==> config.mk <==
export PLATFORM = sky130hd
export DESIGN_NAME = ars_slice_top
export DESIGN_NICKNAME = d
export VERILOG_FILES = /design/src/ars_alu.v /design/src/ars_reg_ram.v /design/src/ars_slice_top.v
export VERILOG_INCLUDE_DIRS = /design/src
export SDC_FILE = /design/constraint.sdc
export NUM_CORES = 1
export LEC_CHECK = 0
export BUFFER_PORTS_ARGS = -buffer_cell sky130_fd_sc_hd__buf_4
export CAP_MARGIN = 30
export CORE_MARGIN = 2
export CORE_UTILIZATION = 58
export DETAILED_ROUTE_END_ITERATION = 6
export GPL_ROUTABILITY_DRIVEN = 0
export PLACE_DENSITY = 0.92
export SLEW_MARGIN = 15
export SYNTH_ARGS = -nofsm -noshare
export SYNTH_HDL_FRONTEND = slang
export SYNTH_SLANG_ARGS = --single-unit
==> constraint.sdc <==
create_clock -name core_clk -period 7.2 [get_ports core_clk]
set_clock_uncertainty 0.2 [all_clocks]
set_input_delay 2.16 -clock core_clk [delete_from_list [all_inputs] [get_ports core_clk]]
set_output_delay 2.16 -clock core_clk [all_outputs]
set_load 0.02 [all_outputs]
==> src/ars_defs.vh <==
/*
 * Shared constants for the register stack slice: register offsets, field
 * positions, instruction codes and bus answer codes.
 * Assumes it is included by bare name into every design file that needs it.
 */
`ifndef ARS_DEFS_VH
`define ARS_DEFS_VH

// slice geometry
`define ARS_SLICE_W 4
`define ARS_WORDS 8
`define ARS_ADDR_W 3
`define ARS_MSB 3

// instruction field, upper to lower bit
`define ARS_I_ADDC 3'h0
`define ARS_I_ADD 3'h1
`define ARS_I_AND 3'h2
`define ARS_I_LOAD 3'h3
`define ARS_I_XFER 3'h4
`define ARS_I_OR 3'h5
`define ARS_I_XOR 3'h6
`define ARS_I_LOADC 3'h7
`define ARS_I_CIN 0

// register map, byte addresses
`define ARS_OFS_CTRL 4'h0
`define ARS_OFS_STATUS 4'h4
`define ARS_OFS_CYCLES 4'h8
`define ARS_OFS_WRITES 4'hc
`define ARS_ADDR_BITS 4

// control fields
`define ARS_CTRL_DRIVE 0
`define ARS_CTRL_HOLD 1
`define ARS_CTRL_RESET 2'h1

// status fields
`define ARS_ST_OUT_LO 0
`define ARS_ST_ZERO 4
`define ARS_ST_NEG 5
`define ARS_ST_OVF 6
`define ARS_ST_CARRY 7
`define ARS_ST_TOP 8
`define ARS_ST_CLK 9
`define ARS_ST_EXEC 10

// bus answers
`define ARS_RESP_OKAY 2'h0
`define ARS_RESP_DECERR 2'h3

`endif

==> src/ars_alu.v <==
/*
 * Combinational eight-function ALU of one 4-bit slice with carry,
 * propagate, generate, negative and overflow terms.
 * Assumes operands are already in true polarity.
 */
`timescale 1ns/100ps
`include "ars_defs.vh"

module ars_alu #(
	parameter WIDTH = 4
) (
	// operands and instruction
	input wire [WIDTH-1:0] regOperand,
	input wire [WIDTH-1:0] dataOperand,
	input wire [2:0] instr,
	// results
	output reg [WIDTH-1:0] result,
	output wire arith,
	output wire carryOut,
	output wire carryProp,
	output wire carryGen,
	output wire negative,
	output wire overflow
);

	wire carryIn;
	wire [WIDTH:0] sum;
	wire [WIDTH-1:0] bitProp;
	wire [WIDTH-1:0] bitGen;
	wire [WIDTH-1:0] genChain;

	assign arith = (instr[2:1] == 2'h0);
	// lowest instruction bit doubles as active-low carry in
	assign carryIn = ~instr[`ARS_I_CIN];
	assign sum = {1'b0, regOperand} + {1'b0, dataOperand} + {{WIDTH{1'b0}}, carryIn};
	assign carryOut = sum[WIDTH];
	assign bitProp = regOperand | dataOperand;
	assign bitGen = regOperand & dataOperand;

	genvar i;
	generate
		for (i = 0; i < WIDTH; i = i + 1) begin : gChain
			if (i == 0) begin : gFirst
				assign genChain[i] = bitGen[i];
			end else begin : gRest
				assign genChain[i] = bitGen[i] | (bitProp[i] & genChain[i-1]);
			end
		end
	endgenerate

	assign carryProp = &bitProp;
	assign carryGen = genChain[WIDTH-1];

	always @* begin
		case (instr)
			`ARS_I_ADDC: result = sum[WIDTH-1:0];
			`ARS_I_ADD: result = sum[WIDTH-1:0];
			`ARS_I_AND: result = regOperand & dataOperand;
			`ARS_I_LOAD: result = dataOperand;
			`ARS_I_XFER: result = regOperand;
			`ARS_I_OR: result = regOperand | dataOperand;
			`ARS_I_XOR: result = regOperand ^ dataOperand;
			`ARS_I_LOADC: result = ~dataOperand;
			default: result = {WIDTH{1'b0}};
		endcase
	end

	assign negative = result[WIDTH-1];
	assign overflow = arith & (regOperand[WIDTH-1] == dataOperand[WIDTH-1])
		& (result[WIDTH-1] != regOperand[WIDTH-1]);

endmodule

==> src/ars_reg_ram.v <==
/*
 * Eight-word register RAM of the slice with a registered read port that
 * acts as the operand latch.
 * Assumes one clock; write and read enables come from the phase logic.
 */
`timescale 1ns/100ps

module ars_reg_ram #(
	parameter WIDTH = 4,
	parameter DEPTH = 8,
	parameter ADDR_W = 3
) (
	// clock
	input wire core_clk,
	// write port
	input wire writeEnable,
	input wire [ADDR_W-1:0] writeAddr,
	input wire [WIDTH-1:0] writeData,
	// read port
	input wire readEnable,
	input wire [ADDR_W-1:0] readAddr,
	output reg [WIDTH-1:0] readData
);

	// no reset: contents stay unknown until the first write
	reg [WIDTH-1:0] mem [0:DEPTH-1];

	always @(posedge core_clk) begin
		if (writeEnable) begin
			mem[writeAddr] <= writeData;
		end
	end

	// latch tracks the RAM only while enabled, then holds
	always @(posedge core_clk) begin
		if (readEnable) begin
			readData <= mem[readAddr];
		end
	end

endmodule

==> src/ars_slice_top.v <==
/*
 * Arithmetic logic register stack slice: pin synchroniser, microcycle
 * phase logic, register RAM, ALU, output register, status pins and an
 * AXI4-Lite slave for control and observation.
 * Assumes the controller drives the slice pins from another clock domain,
 * slow compared with core_clk, and holds each level for several core cycles.
 */
`timescale 1ns/100ps
`include "ars_defs.vh"

// Summary of operation
// - eight ALU functions on two 4-bit operands, picked by 3-bit instruction
// - one operand from data bus, other from eight-word register RAM
// - clock high: operand latch follows the addressed register word
// - clock low: ALU result written to the word addressed then
// - rising slice clock loads ALU result into output register
// - output register drives bus when enable low, else bus floats
// - data bus inputs are active low
// - result bus outputs are active low
// - zero, negative, overflow and carry status provided
// - propagate and generate outputs for lookahead; ripple also works
// - top slice: propagate pin shows active-low negative
// - top slice: generate pin shows active-low overflow
// - lowest instruction bit is also the arithmetic carry in
// - active-low ripple carry out, passes instruction bit otherwise
// - zero output is open collector, active high, needs pull-up
// - active-low execute qualifies RAM write and output load
// - arithmetic when both upper instruction bits low, else logical
// - 4-bit slice, widened by cascading identical slices
// - decode: add+1, add, and, load, transfer, or, xor, load complement
// - RAM written only with clock and execute low; load needs execute low
// - ripple out is carry for arithmetic, lowest instruction bit otherwise
// - lower slices: propagate low, generate high for logical operations

module ars_slice_top #(
	parameter WIDTH = `ARS_SLICE_W,
	parameter DEPTH = `ARS_WORDS,
	parameter ADDR_W = `ARS_ADDR_W
) (
	// clock and reset
	input wire core_clk,
	input wire reset,
	// axi4-lite write address
	input wire [31:0] s_axi_awaddr,
	input wire s_axi_awvalid,
	output wire s_axi_awready,
	// axi4-lite write data
	input wire [31:0] s_axi_wdata,
	input wire [3:0] s_axi_wstrb,
	input wire s_axi_wvalid,
	output wire s_axi_wready,
	// axi4-lite write response
	output wire [1:0] s_axi_bresp,
	output wire s_axi_bvalid,
	input wire s_axi_bready,
	// axi4-lite read address
	input wire [31:0] s_axi_araddr,
	input wire s_axi_arvalid,
	output wire s_axi_arready,
	// axi4-lite read data
	output wire [31:0] s_axi_rdata,
	output wire [1:0] s_axi_rresp,
	output wire s_axi_rvalid,
	input wire s_axi_rready,
	// slice control pins
	input wire sliceClock,
	input wire executeN,
	input wire outputEnableN,
	input wire topSliceSelect,
	input wire [ADDR_W-1:0] registerAddressField,
	input wire [2:0] instructionField,
	// data pins
	input wire [WIDTH-1:0] dataBusInN,
	output wire [WIDTH-1:0] resultBusOutN,
	output wire resultBusOe,
	// expansion and status pins
	output wire rippleCarryN,
	output wire propagateN,
	output wire generateN,
	output wire zeroOut,
	output wire zeroOe
);

	localparam PIN_W = 4 + ADDR_W + 3 + WIDTH;

	// pin synchroniser
	reg [PIN_W-1:0] pinMeta_reg;
	reg [PIN_W-1:0] pinSync_reg;
	reg clkPrev_reg;
	wire syncClock;
	wire syncExecN;
	wire syncOeN;
	wire syncTop;
	wire [ADDR_W-1:0] syncAddr;
	wire [2:0] syncInstr;
	wire [WIDTH-1:0] syncDataN;
	wire clockRise;

	// datapath
	wire [WIDTH-1:0] latchData;
	wire [WIDTH-1:0] aluResult;
	wire aluArith;
	wire aluCarry;
	wire aluProp;
	wire aluGen;
	wire aluNeg;
	wire aluOvf;
	wire ramWrite;
	wire loadOut;

	// output side
	reg [WIDTH-1:0] busN_reg;
	reg busOe_reg;
	reg rippleN_reg;
	reg propN_reg;
	reg genN_reg;
	reg zeroOe_reg;
	reg [3:0] flags_reg;
	reg rippleN_next;
	reg propN_next;
	reg genN_next;

	// software side
	reg [1:0] ctrl_reg;
	reg [31:0] cycles_reg;
	reg [31:0] writes_reg;
	reg awHeld_reg;
	reg wHeld_reg;
	reg [`ARS_ADDR_BITS-1:0] awAddr_reg;
	reg [31:0] wData_reg;
	reg [3:0] wStrb_reg;
	reg bvalid_reg;
	reg [1:0] bresp_reg;
	reg rvalid_reg;
	reg [31:0] rdata_reg;
	reg [1:0] rresp_reg;
	reg [31:0] rdata_next;
	reg [1:0] rresp_next;
	wire [`ARS_ADDR_BITS-1:0] readAddr;
	wire writeFire;

	// every pin crosses two flip-flops; only the second stage is read
	always @(posedge core_clk) begin
		pinMeta_reg <= {sliceClock, executeN, outputEnableN, topSliceSelect,
			registerAddressField, instructionField, dataBusInN};
		pinSync_reg <= pinMeta_reg;
	end

	assign {syncClock, syncExecN, syncOeN, syncTop, syncAddr, syncInstr, syncDataN} = pinSync_reg;

	always @(posedge core_clk) begin
		if (reset) begin
			clkPrev_reg <= 1'b0;
		end else begin
			clkPrev_reg <= syncClock;
		end
	end

	assign clockRise = syncClock & ~clkPrev_reg;

	// hold lets software freeze the stack without touching the pins;
	// it is an extra inhibit only and never forces a write
	assign ramWrite = ~syncClock & ~syncExecN & ~ctrl_reg[`ARS_CTRL_HOLD];
	assign loadOut = clockRise & ~syncExecN & ~ctrl_reg[`ARS_CTRL_HOLD];

	// read enable while high makes the latch follow the RAM, then freeze
	ars_reg_ram #(
		.WIDTH(WIDTH),
		.DEPTH(DEPTH),
		.ADDR_W(ADDR_W)
	) uRam (
		.core_clk(core_clk),
		.writeEnable(ramWrite),
		.writeAddr(syncAddr),
		.writeData(aluResult),
		.readEnable(syncClock),
		.readAddr(syncAddr),
		.readData(latchData)
	);

	// data bus is inverted into true polarity before the ALU
	ars_alu #(
		.WIDTH(WIDTH)
	) uAlu (
		.regOperand(latchData),
		.dataOperand(~syncDataN),
		.instr(syncInstr),
		.result(aluResult),
		.arith(aluArith),
		.carryOut(aluCarry),
		.carryProp(aluProp),
		.carryGen(aluGen),
		.negative(aluNeg),
		.overflow(aluOvf)
	);

	// expansion pins follow the ALU every cycle, unqualified by execute
	always @* begin
		if (aluArith) begin
			rippleN_next = ~aluCarry;
		end else begin
			rippleN_next = syncInstr[`ARS_I_CIN];
		end
		if (syncTop) begin
			propN_next = ~aluNeg;
			genN_next = ~aluOvf;
		end else if (aluArith) begin
			propN_next = ~aluProp;
			genN_next = ~aluGen;
		end else begin
			propN_next = 1'b0;
			genN_next = 1'b1;
		end
	end

	// output register holds zero after core reset so the pins are defined
	always @(posedge core_clk) begin
		if (reset) begin
			busN_reg <= {WIDTH{1'b1}};
			busOe_reg <= 1'b0;
			rippleN_reg <= 1'b1;
			propN_reg <= 1'b0;
			genN_reg <= 1'b1;
			zeroOe_reg <= 1'b0;
			flags_reg <= 4'h0;
		end else begin
			if (loadOut) begin
				busN_reg <= ~aluResult;
			end
			busOe_reg <= ~syncOeN & ctrl_reg[`ARS_CTRL_DRIVE];
			rippleN_reg <= rippleN_next;
			propN_reg <= propN_next;
			genN_reg <= genN_next;
			zeroOe_reg <= |aluResult;
			flags_reg <= {aluArith & aluCarry, aluOvf, aluNeg, ~|aluResult};
		end
	end

	assign resultBusOutN = busN_reg;
	assign resultBusOe = busOe_reg;
	assign rippleCarryN = rippleN_reg;
	assign propagateN = propN_reg;
	assign generateN = genN_reg;
	// open collector: only ever pulls low, the pull-up gives the high
	assign zeroOut = 1'b0;
	assign zeroOe = zeroOe_reg;

	// event counters for software
	always @(posedge core_clk) begin
		if (reset) begin
			cycles_reg <= 32'h0;
			writes_reg <= 32'h0;
		end else begin
			if (clockRise) begin
				cycles_reg <= cycles_reg + 32'h1;
			end
			if (loadOut) begin
				writes_reg <= writes_reg + 32'h1;
			end
		end
	end

	// write channel: address and data taken in either order, one at a time
	assign s_axi_awready = ~awHeld_reg & ~bvalid_reg;
	assign s_axi_wready = ~wHeld_reg & ~bvalid_reg;
	assign writeFire = awHeld_reg & wHeld_reg & ~bvalid_reg;

	always @(posedge core_clk) begin
		if (reset) begin
			awHeld_reg <= 1'b0;
			wHeld_reg <= 1'b0;
			awAddr_reg <= {`ARS_ADDR_BITS{1'b0}};
			wData_reg <= 32'h0;
			wStrb_reg <= 4'h0;
			bvalid_reg <= 1'b0;
			bresp_reg <= `ARS_RESP_OKAY;
			ctrl_reg <= `ARS_CTRL_RESET;
		end else begin
			if (s_axi_awvalid & s_axi_awready) begin
				awHeld_reg <= 1'b1;
				awAddr_reg <= s_axi_awaddr[`ARS_ADDR_BITS-1:0];
			end
			if (s_axi_wvalid & s_axi_wready) begin
				wHeld_reg <= 1'b1;
				wData_reg <= s_axi_wdata;
				wStrb_reg <= s_axi_wstrb;
			end
			if (writeFire) begin
				awHeld_reg <= 1'b0;
				wHeld_reg <= 1'b0;
				bvalid_reg <= 1'b1;
				case (awAddr_reg)
					`ARS_OFS_CTRL: begin
						bresp_reg <= `ARS_RESP_OKAY;
						if (wStrb_reg[0]) begin
							ctrl_reg <= wData_reg[1:0];
						end
					end
					`ARS_OFS_STATUS: bresp_reg <= `ARS_RESP_OKAY;
					`ARS_OFS_CYCLES: bresp_reg <= `ARS_RESP_OKAY;
					`ARS_OFS_WRITES: bresp_reg <= `ARS_RESP_OKAY;
					default: bresp_reg <= `ARS_RESP_DECERR;
				endcase
			end else if (bvalid_reg & s_axi_bready) begin
				bvalid_reg <= 1'b0;
			end
		end
	end

	assign s_axi_bvalid = bvalid_reg;
	assign s_axi_bresp = bresp_reg;

	// read channel
	assign readAddr = s_axi_araddr[`ARS_ADDR_BITS-1:0];
	assign s_axi_arready = ~rvalid_reg;

	always @* begin
		rdata_next = 32'h0;
		rresp_next = `ARS_RESP_OKAY;
		case (readAddr)
			`ARS_OFS_CTRL: rdata_next[1:0] = ctrl_reg;
			`ARS_OFS_STATUS: begin
				rdata_next[`ARS_ST_OUT_LO+WIDTH-1:`ARS_ST_OUT_LO] = ~busN_reg;
				rdata_next[`ARS_ST_ZERO] = flags_reg[0];
				rdata_next[`ARS_ST_NEG] = flags_reg[1];
				rdata_next[`ARS_ST_OVF] = flags_reg[2];
				rdata_next[`ARS_ST_CARRY] = flags_reg[3];
				rdata_next[`ARS_ST_TOP] = syncTop;
				rdata_next[`ARS_ST_CLK] = syncClock;
				rdata_next[`ARS_ST_EXEC] = ~syncExecN;
			end
			`ARS_OFS_CYCLES: rdata_next = cycles_reg;
			`ARS_OFS_WRITES: rdata_next = writes_reg;
			default: rresp_next = `ARS_RESP_DECERR;
		endcase
	end

	always @(posedge core_clk) begin
		if (reset) begin
			rvalid_reg <= 1'b0;
			rdata_reg <= 32'h0;
			rresp_reg <= `ARS_RESP_OKAY;
		end else begin
			if (s_axi_arvalid & ~rvalid_reg) begin
				rvalid_reg <= 1'b1;
				rdata_reg <= rdata_next;
				rresp_reg <= rresp_next;
			end else if (rvalid_reg & s_axi_rready) begin
				rvalid_reg <= 1'b0;
			end
		end
	end

	assign s_axi_rvalid = rvalid_reg;
	assign s_axi_rdata = rdata_reg;
	assign s_axi_rresp = rresp_reg;

endmodule

Word-level counts from Yosys, hierarchy flattened
Memories as Yosys holds them, arrays and structs flattened. A register that Yosys moved wholly into a read port is not among the register bits.
Index checks and enable logic that the tools add are counted.
{ "totals": {"ram_bits": 32, "word_cells": 120, "inputBits": 121, "out_inout_bits": 51, "mem_count": 1, "register_bits": 155} }
{ "op_classes": {"n_eq_ne": 15, "bitwise": 46, "addsub": 4, "n_reduce_logical": 14, "mux": 17} }
{ "mem_list": {"columns": ["name", "words", "word_bits", "rd", "rd_clocked_by_memory_dff", "write_ports", "line_no", "rtl"], "rows": [
  ["uRam.mem", 8, 4, 1, 1, 1, "ars_reg_ram.v:26", "reg [WIDTH-1:0] mem [0:DEPTH-1];"]
]} }
{ "op_table": {"columns": ["operator", "n"], "rows": [
  ["$add 32x1->32 const B", 2],
  ["$pmux 21 s2", 1],
  ["$pmux 4 s7", 1],
  ["$pmux 9 s3", 1],
  ["$and 1x1->1", 21],
  ["$eq 4x4->1 const B", 4],
  ["$not 4->4", 4],
  ["$not 1->1", 15],
  ["$eq 3x3->1 const B", 4],
  ["$reduce_or 4->1", 3],
  ["$mux 1", 11],
  ["$eq 4x3->1 const B", 2],
  ["$logic_not 4->1", 2],
  ["$pmux 2 s4", 1],
  ["$eq 3x2->1 const B", 2],
  ["$add 4x4->5", 1],
  ["$add 5x1->5", 1],
  ["$and 4x4->4", 1],
  ["$mux 2", 2],
  ["$or 4x4->4", 1],
  ["$reduce_and 4->1", 1],
  ["$reduce_bool 2->1", 2],
  ["$reduce_or 2->1", 2],
  ["$xor 4x4->4", 1],
  ["8 further kinds", 10]
]} }

Depth between registers and ports, before layout
{ "logic_depth": {"word_depth": 11, "mapped_depth": 9, "ltp_nobuf": 9} }

Modules after synthesis
From an unflattened synthesis, not the netlist that was laid out.
{ "hier_totals": {"cells_unflattened": 808, "area_unflattened_um2": 8039.0} }
{ "modules_own_cells": {"columns": ["module", "area_each_um2", "seq_area_each_um2", "cells_each", "instances"], "rows": [
  ["ars_slice_top", 6065.8, 3062.9, 661, 1],
  ["ars_reg_ram", 1410.1, 1081.0, 63, 1],
  ["ars_alu", 563.0, 0.0, 84, 1]
]} }

Least setup slack after synthesis
No wires, ideal clock.
{ "synth_path": {"path_type": "input -> register", "startpoint": "input port s_axi_araddr[2]", "endpoint": "register rdata_reg[6], in the netlist s_axi_rdata[6]", "required_ns": 6.872, "n_path_buf": 2, "t_arrival_ns": 3.425, "cell_stages": 7, "setup_slack_ns": 3.447, "setup_ns": 0.128, "cell_sequence": "clkbuf_1 buf_1 mux2_2 a22oi_1 nor2_1 a21oi_1 nor2_1"} }
{ "synth_via": {"elab_chain_len": 2, "elab_cells_between_ends": 4, "classes_between": "3 x eq/ne; 1 x mux"} }
{ "synth_lines": {"columns": ["element", "line_no", "rtl"], "rows": [
  ["start, declared", "ars_slice_top.v:57", "input wire [31:0] s_axi_araddr,"],
  ["$eq 4x4->1 or $eq 4x3->1 (tied branches)", "ars_slice_top.v:320", "case (readAddr)"],
  ["$pmux 9 s3 *", "ars_slice_top.v:320", null],
  ["end signal, assigned", "ars_slice_top.v:346", "rdata_reg <= rdata_next;"],
  ["end, declared", "ars_slice_top.v:135", "reg [31:0] rdata_reg;"]
]} }
Mark *: on every way between the ends. The rest lies on a longest branch, timed or not.
A chain may end at the register's enable or synchronous reset.

Worst setup path after layout
{ "layout_path": {"startpoint": "input port s_axi_araddr[1]", "endpoint": "register rdata_reg[0], in the netlist s_axi_rdata[0]"} }
{ "layout_via": {"elab_chain_len": 2, "elab_cells_between_ends": 5, "classes_between": "3 x eq/ne; 1 x mux; 1 x reduce/logical"} }
{ "layout_lines": {"columns": ["element", "line_no"], "rows": [
  ["$eq 4x4->1, or another cell as far along", "ars_slice_top.v:320"],
  ["$pmux 2 s4 *", "ars_slice_top.v:320"]
]} }
Marked as above.

==> results.md <==
* Total count of hold-check failures in the final report at 0
* Most frequently used cell type in the post-synthesis netlist: dfxtp_1
* Core outline area at 0.01330 mm2
* Count of different cell masters after synthesis at 58
* Setup TNS at 0 ns
* Remaining number of nets flagged by the antenna check after routing at 0
* Maximum level of the CTS H-tree at 4
* Number of hold buffers added after cts at 0
* Worst EP required at 7.36 ns
* Crit path time final at 3.894 ns
* HPWL after DPL at 12.31 mm
* Die outline width at 120.7 um
* Fraction of layout cells with a size suffix above 1 at 0.1629
* Final Max Tran Viols at 0
* Vias post-DR at 6456
* Clock tree from TritonCTS: done
* Synthesized Nets at 941
* FF+latch count, synth at 189
* Antenna diode count at 0
* Sequential element share of the synthesized area at 0.5246
* Critical Path End Type: flop
* Number of setup violations in the final report at 0
* Element type at the critical path start: input port
* Wirelength, routed at 19.11 mm
* Primary FF master, synth: dfxtp_1
* Post-CTS Setup Inserts at 0
* Detailed Routing Iterations Pass 1 at 6
* Top cell type by total area after synthesis: dfxtp_1
* Global-route wire length before repair at 31.37 mm
* Peak VDD IR at 244.6 uV
* Number of port buffers at 81
* Reg clk slew, reported paths at 0.07 ns
* Cell types with the highest counts after synthesis: 153 x dfxtp_1, 141 x nor2_1, 43 x nor3_1, 38 x clkbuf_1, 36 x edfxtp_1
* Fraction of post-synthesis cell area in the top cell type by area at 0.3878
* DRC violation count after routing at 0
* Cell area after synthesis at 0.007899 mm2
* Post-cts resize count at 0
* Pwr per Cell Area at 249.2 mW/mm2
* Maximum number of pins on one net before global-route repair at 94
* Placement row count at 42
* Status: finished clean
* Total clock buffers created by CTS at 17
* Relative slew slack at 0.3651
* FILL cells at 919
* Total leakage power at 0.003474 uW
* Number of synthesized flops with an enable pin at 36
* Crit path arrival time at 4.06 ns
* Synthesized area divided by synthesized cell count at 9.776 um2
* Critical path peak fanout at 23
* Maximum operating frequency at 256.8 MHz
* Ranking of synthesized cells by area: dfxtp_1 39%, edfxtp_1 14%, nor2_1 6.7%
* Instance count after placement with tap cells included at 1022
* Maximum buffer depth of the clock tree at 2
* Mean routed wirelength per cell at 18.13 um
* Fraction of registers with async set or reset after synthesis at 0
* Vias per std cell at 6.125
* Non-filler cells in the finished layout at 1054
* Number of global-route vias before repair at 6327
* RSZ-0062 raised after global routing: false
* Crit share post-route at 0.5408
* Worst setup path category: input port to flop
* Number of cells produced by synthesis at 808
* Io pins at 172
* Clock root buffer: clkbuf_16
* Max-cap violations at 0
* Layout Nets at 998
* Worst-margin pin slew at 0.9524 ns
* Total routing resource utilization after global routing at 0.2758
* Vertical extent of the die at 120.7 um
* Clock latency at the later pin of the worst-skew pair at 0.44 ns
* Starting density of the core at 0.5941
* Worst min path class: flop to flop
* Number of DRC violations after detailed-routing iteration 0 at 711
* Syn. warnings at 0
* Overflow after GRT at 0
* Die outline area at 0.01457 mm2
* Initial antenna violation count at 0
* Synth-to-layout area growth at 16.00%
* Clock Sink Count at 189
==> placed cells by master (no fill, tap or decap), types with 20 or more instances in the layout <==
cell type / count
a221oi_1: 23
a21oi_1: 34
nand4_1: 21
nand3_1: 31
nor3_1: 43
dfxtp_1: 153
inv_1: 27
buf_4: 83
nand2_1: 34
nor2_1: 141
xor2_1: 32
xnor2_1: 20
edfxtp_1: 36
==> stage by stage <==
step           cell area [um2]  total power, uW  utilization  setup WS, ns  hold WS, ns
3_5_place_dp              8591             1376       0.6462         3.008       0.1121
2_1_floorplan             7899             1298            -         3.447       0.1096
3_3_place_gp              8548             1363       0.6430         2.823       0.1104
5_1_grt                   9163             2351       0.6892         3.211       0.1320
6_report                  9163             2283       0.6892         3.306       0.1273
4_1_cts                   9163             2287       0.6892         3.449       0.1275
==> where the power goes <==
group | internal (uW) | switching, uW
combinational | 86.0 | 121
clock | 515 | 411
sequential | 1120 | 30.6
==> cells by family (layout without fill, tap and decap cells) <==
logic type / after synthesis / in the layout / share of synthesized area
XOR/XNOR: 52 / 52 / 0.05766
AO/OA/AOI/OAI: 107 / 107 / 0.09203
AND/OR/NAND/NOR: 336 / 336 / 0.2070
multiplexers: 36 / 36 / 0.05908
flip-flops: 189 / 189 / 0.5246
buffers and inverters: 75 / 145 / 0.03818
other: 1 / 1 / 0.0004748
adder cells (fa/ha/maj): 12 / 12 / 0.02091
==> area by class of cell <==
cell class | count | area (um2) | share of cell area
flip-flops and latches | 189 | 4144 | 0.4523
multi-input cells | 544 | 3456 | 0.3772
repair buffers | 85 | 665.6 | 0.07265
clock buffers | 20 | 436.7 | 0.04766
well taps | 176 | 220.2 | 0.02403
clock inverters | 12 | 135.1 | 0.01475
inverters | 28 | 105.1 | 0.01147
==> metal layers <==
metal,GRT usage,part of all wire
met1,0.3434,0.40
met2,0.4499,0.48
met3,0.05943,0.080
met4,0.1453,0.037
met5,0,0
==> critical path, cell delays in order <==
cell and delay, ns:
buf_4 0.11, nor2_1 0.44, and3_1 0.87, a221oi_1 0.30
nor3_1 0.18
==> final timing paths <==
kind,cells after the start,start,slack [ns],endpoint
setup / recovery,5,s_axi_araddr[1],3.31,s_axi_rdata[0]
hold reg to reg,0,pinMeta_reg[6],0.13,pinSync_reg[6]
setup reg to reg,7,pinSync_reg[4],3.86,zeroOe
hold / removal,0,pinMeta_reg[6],0.13,pinSync_reg[6]
No activity file was read; power rests on OpenSTA's default activity.
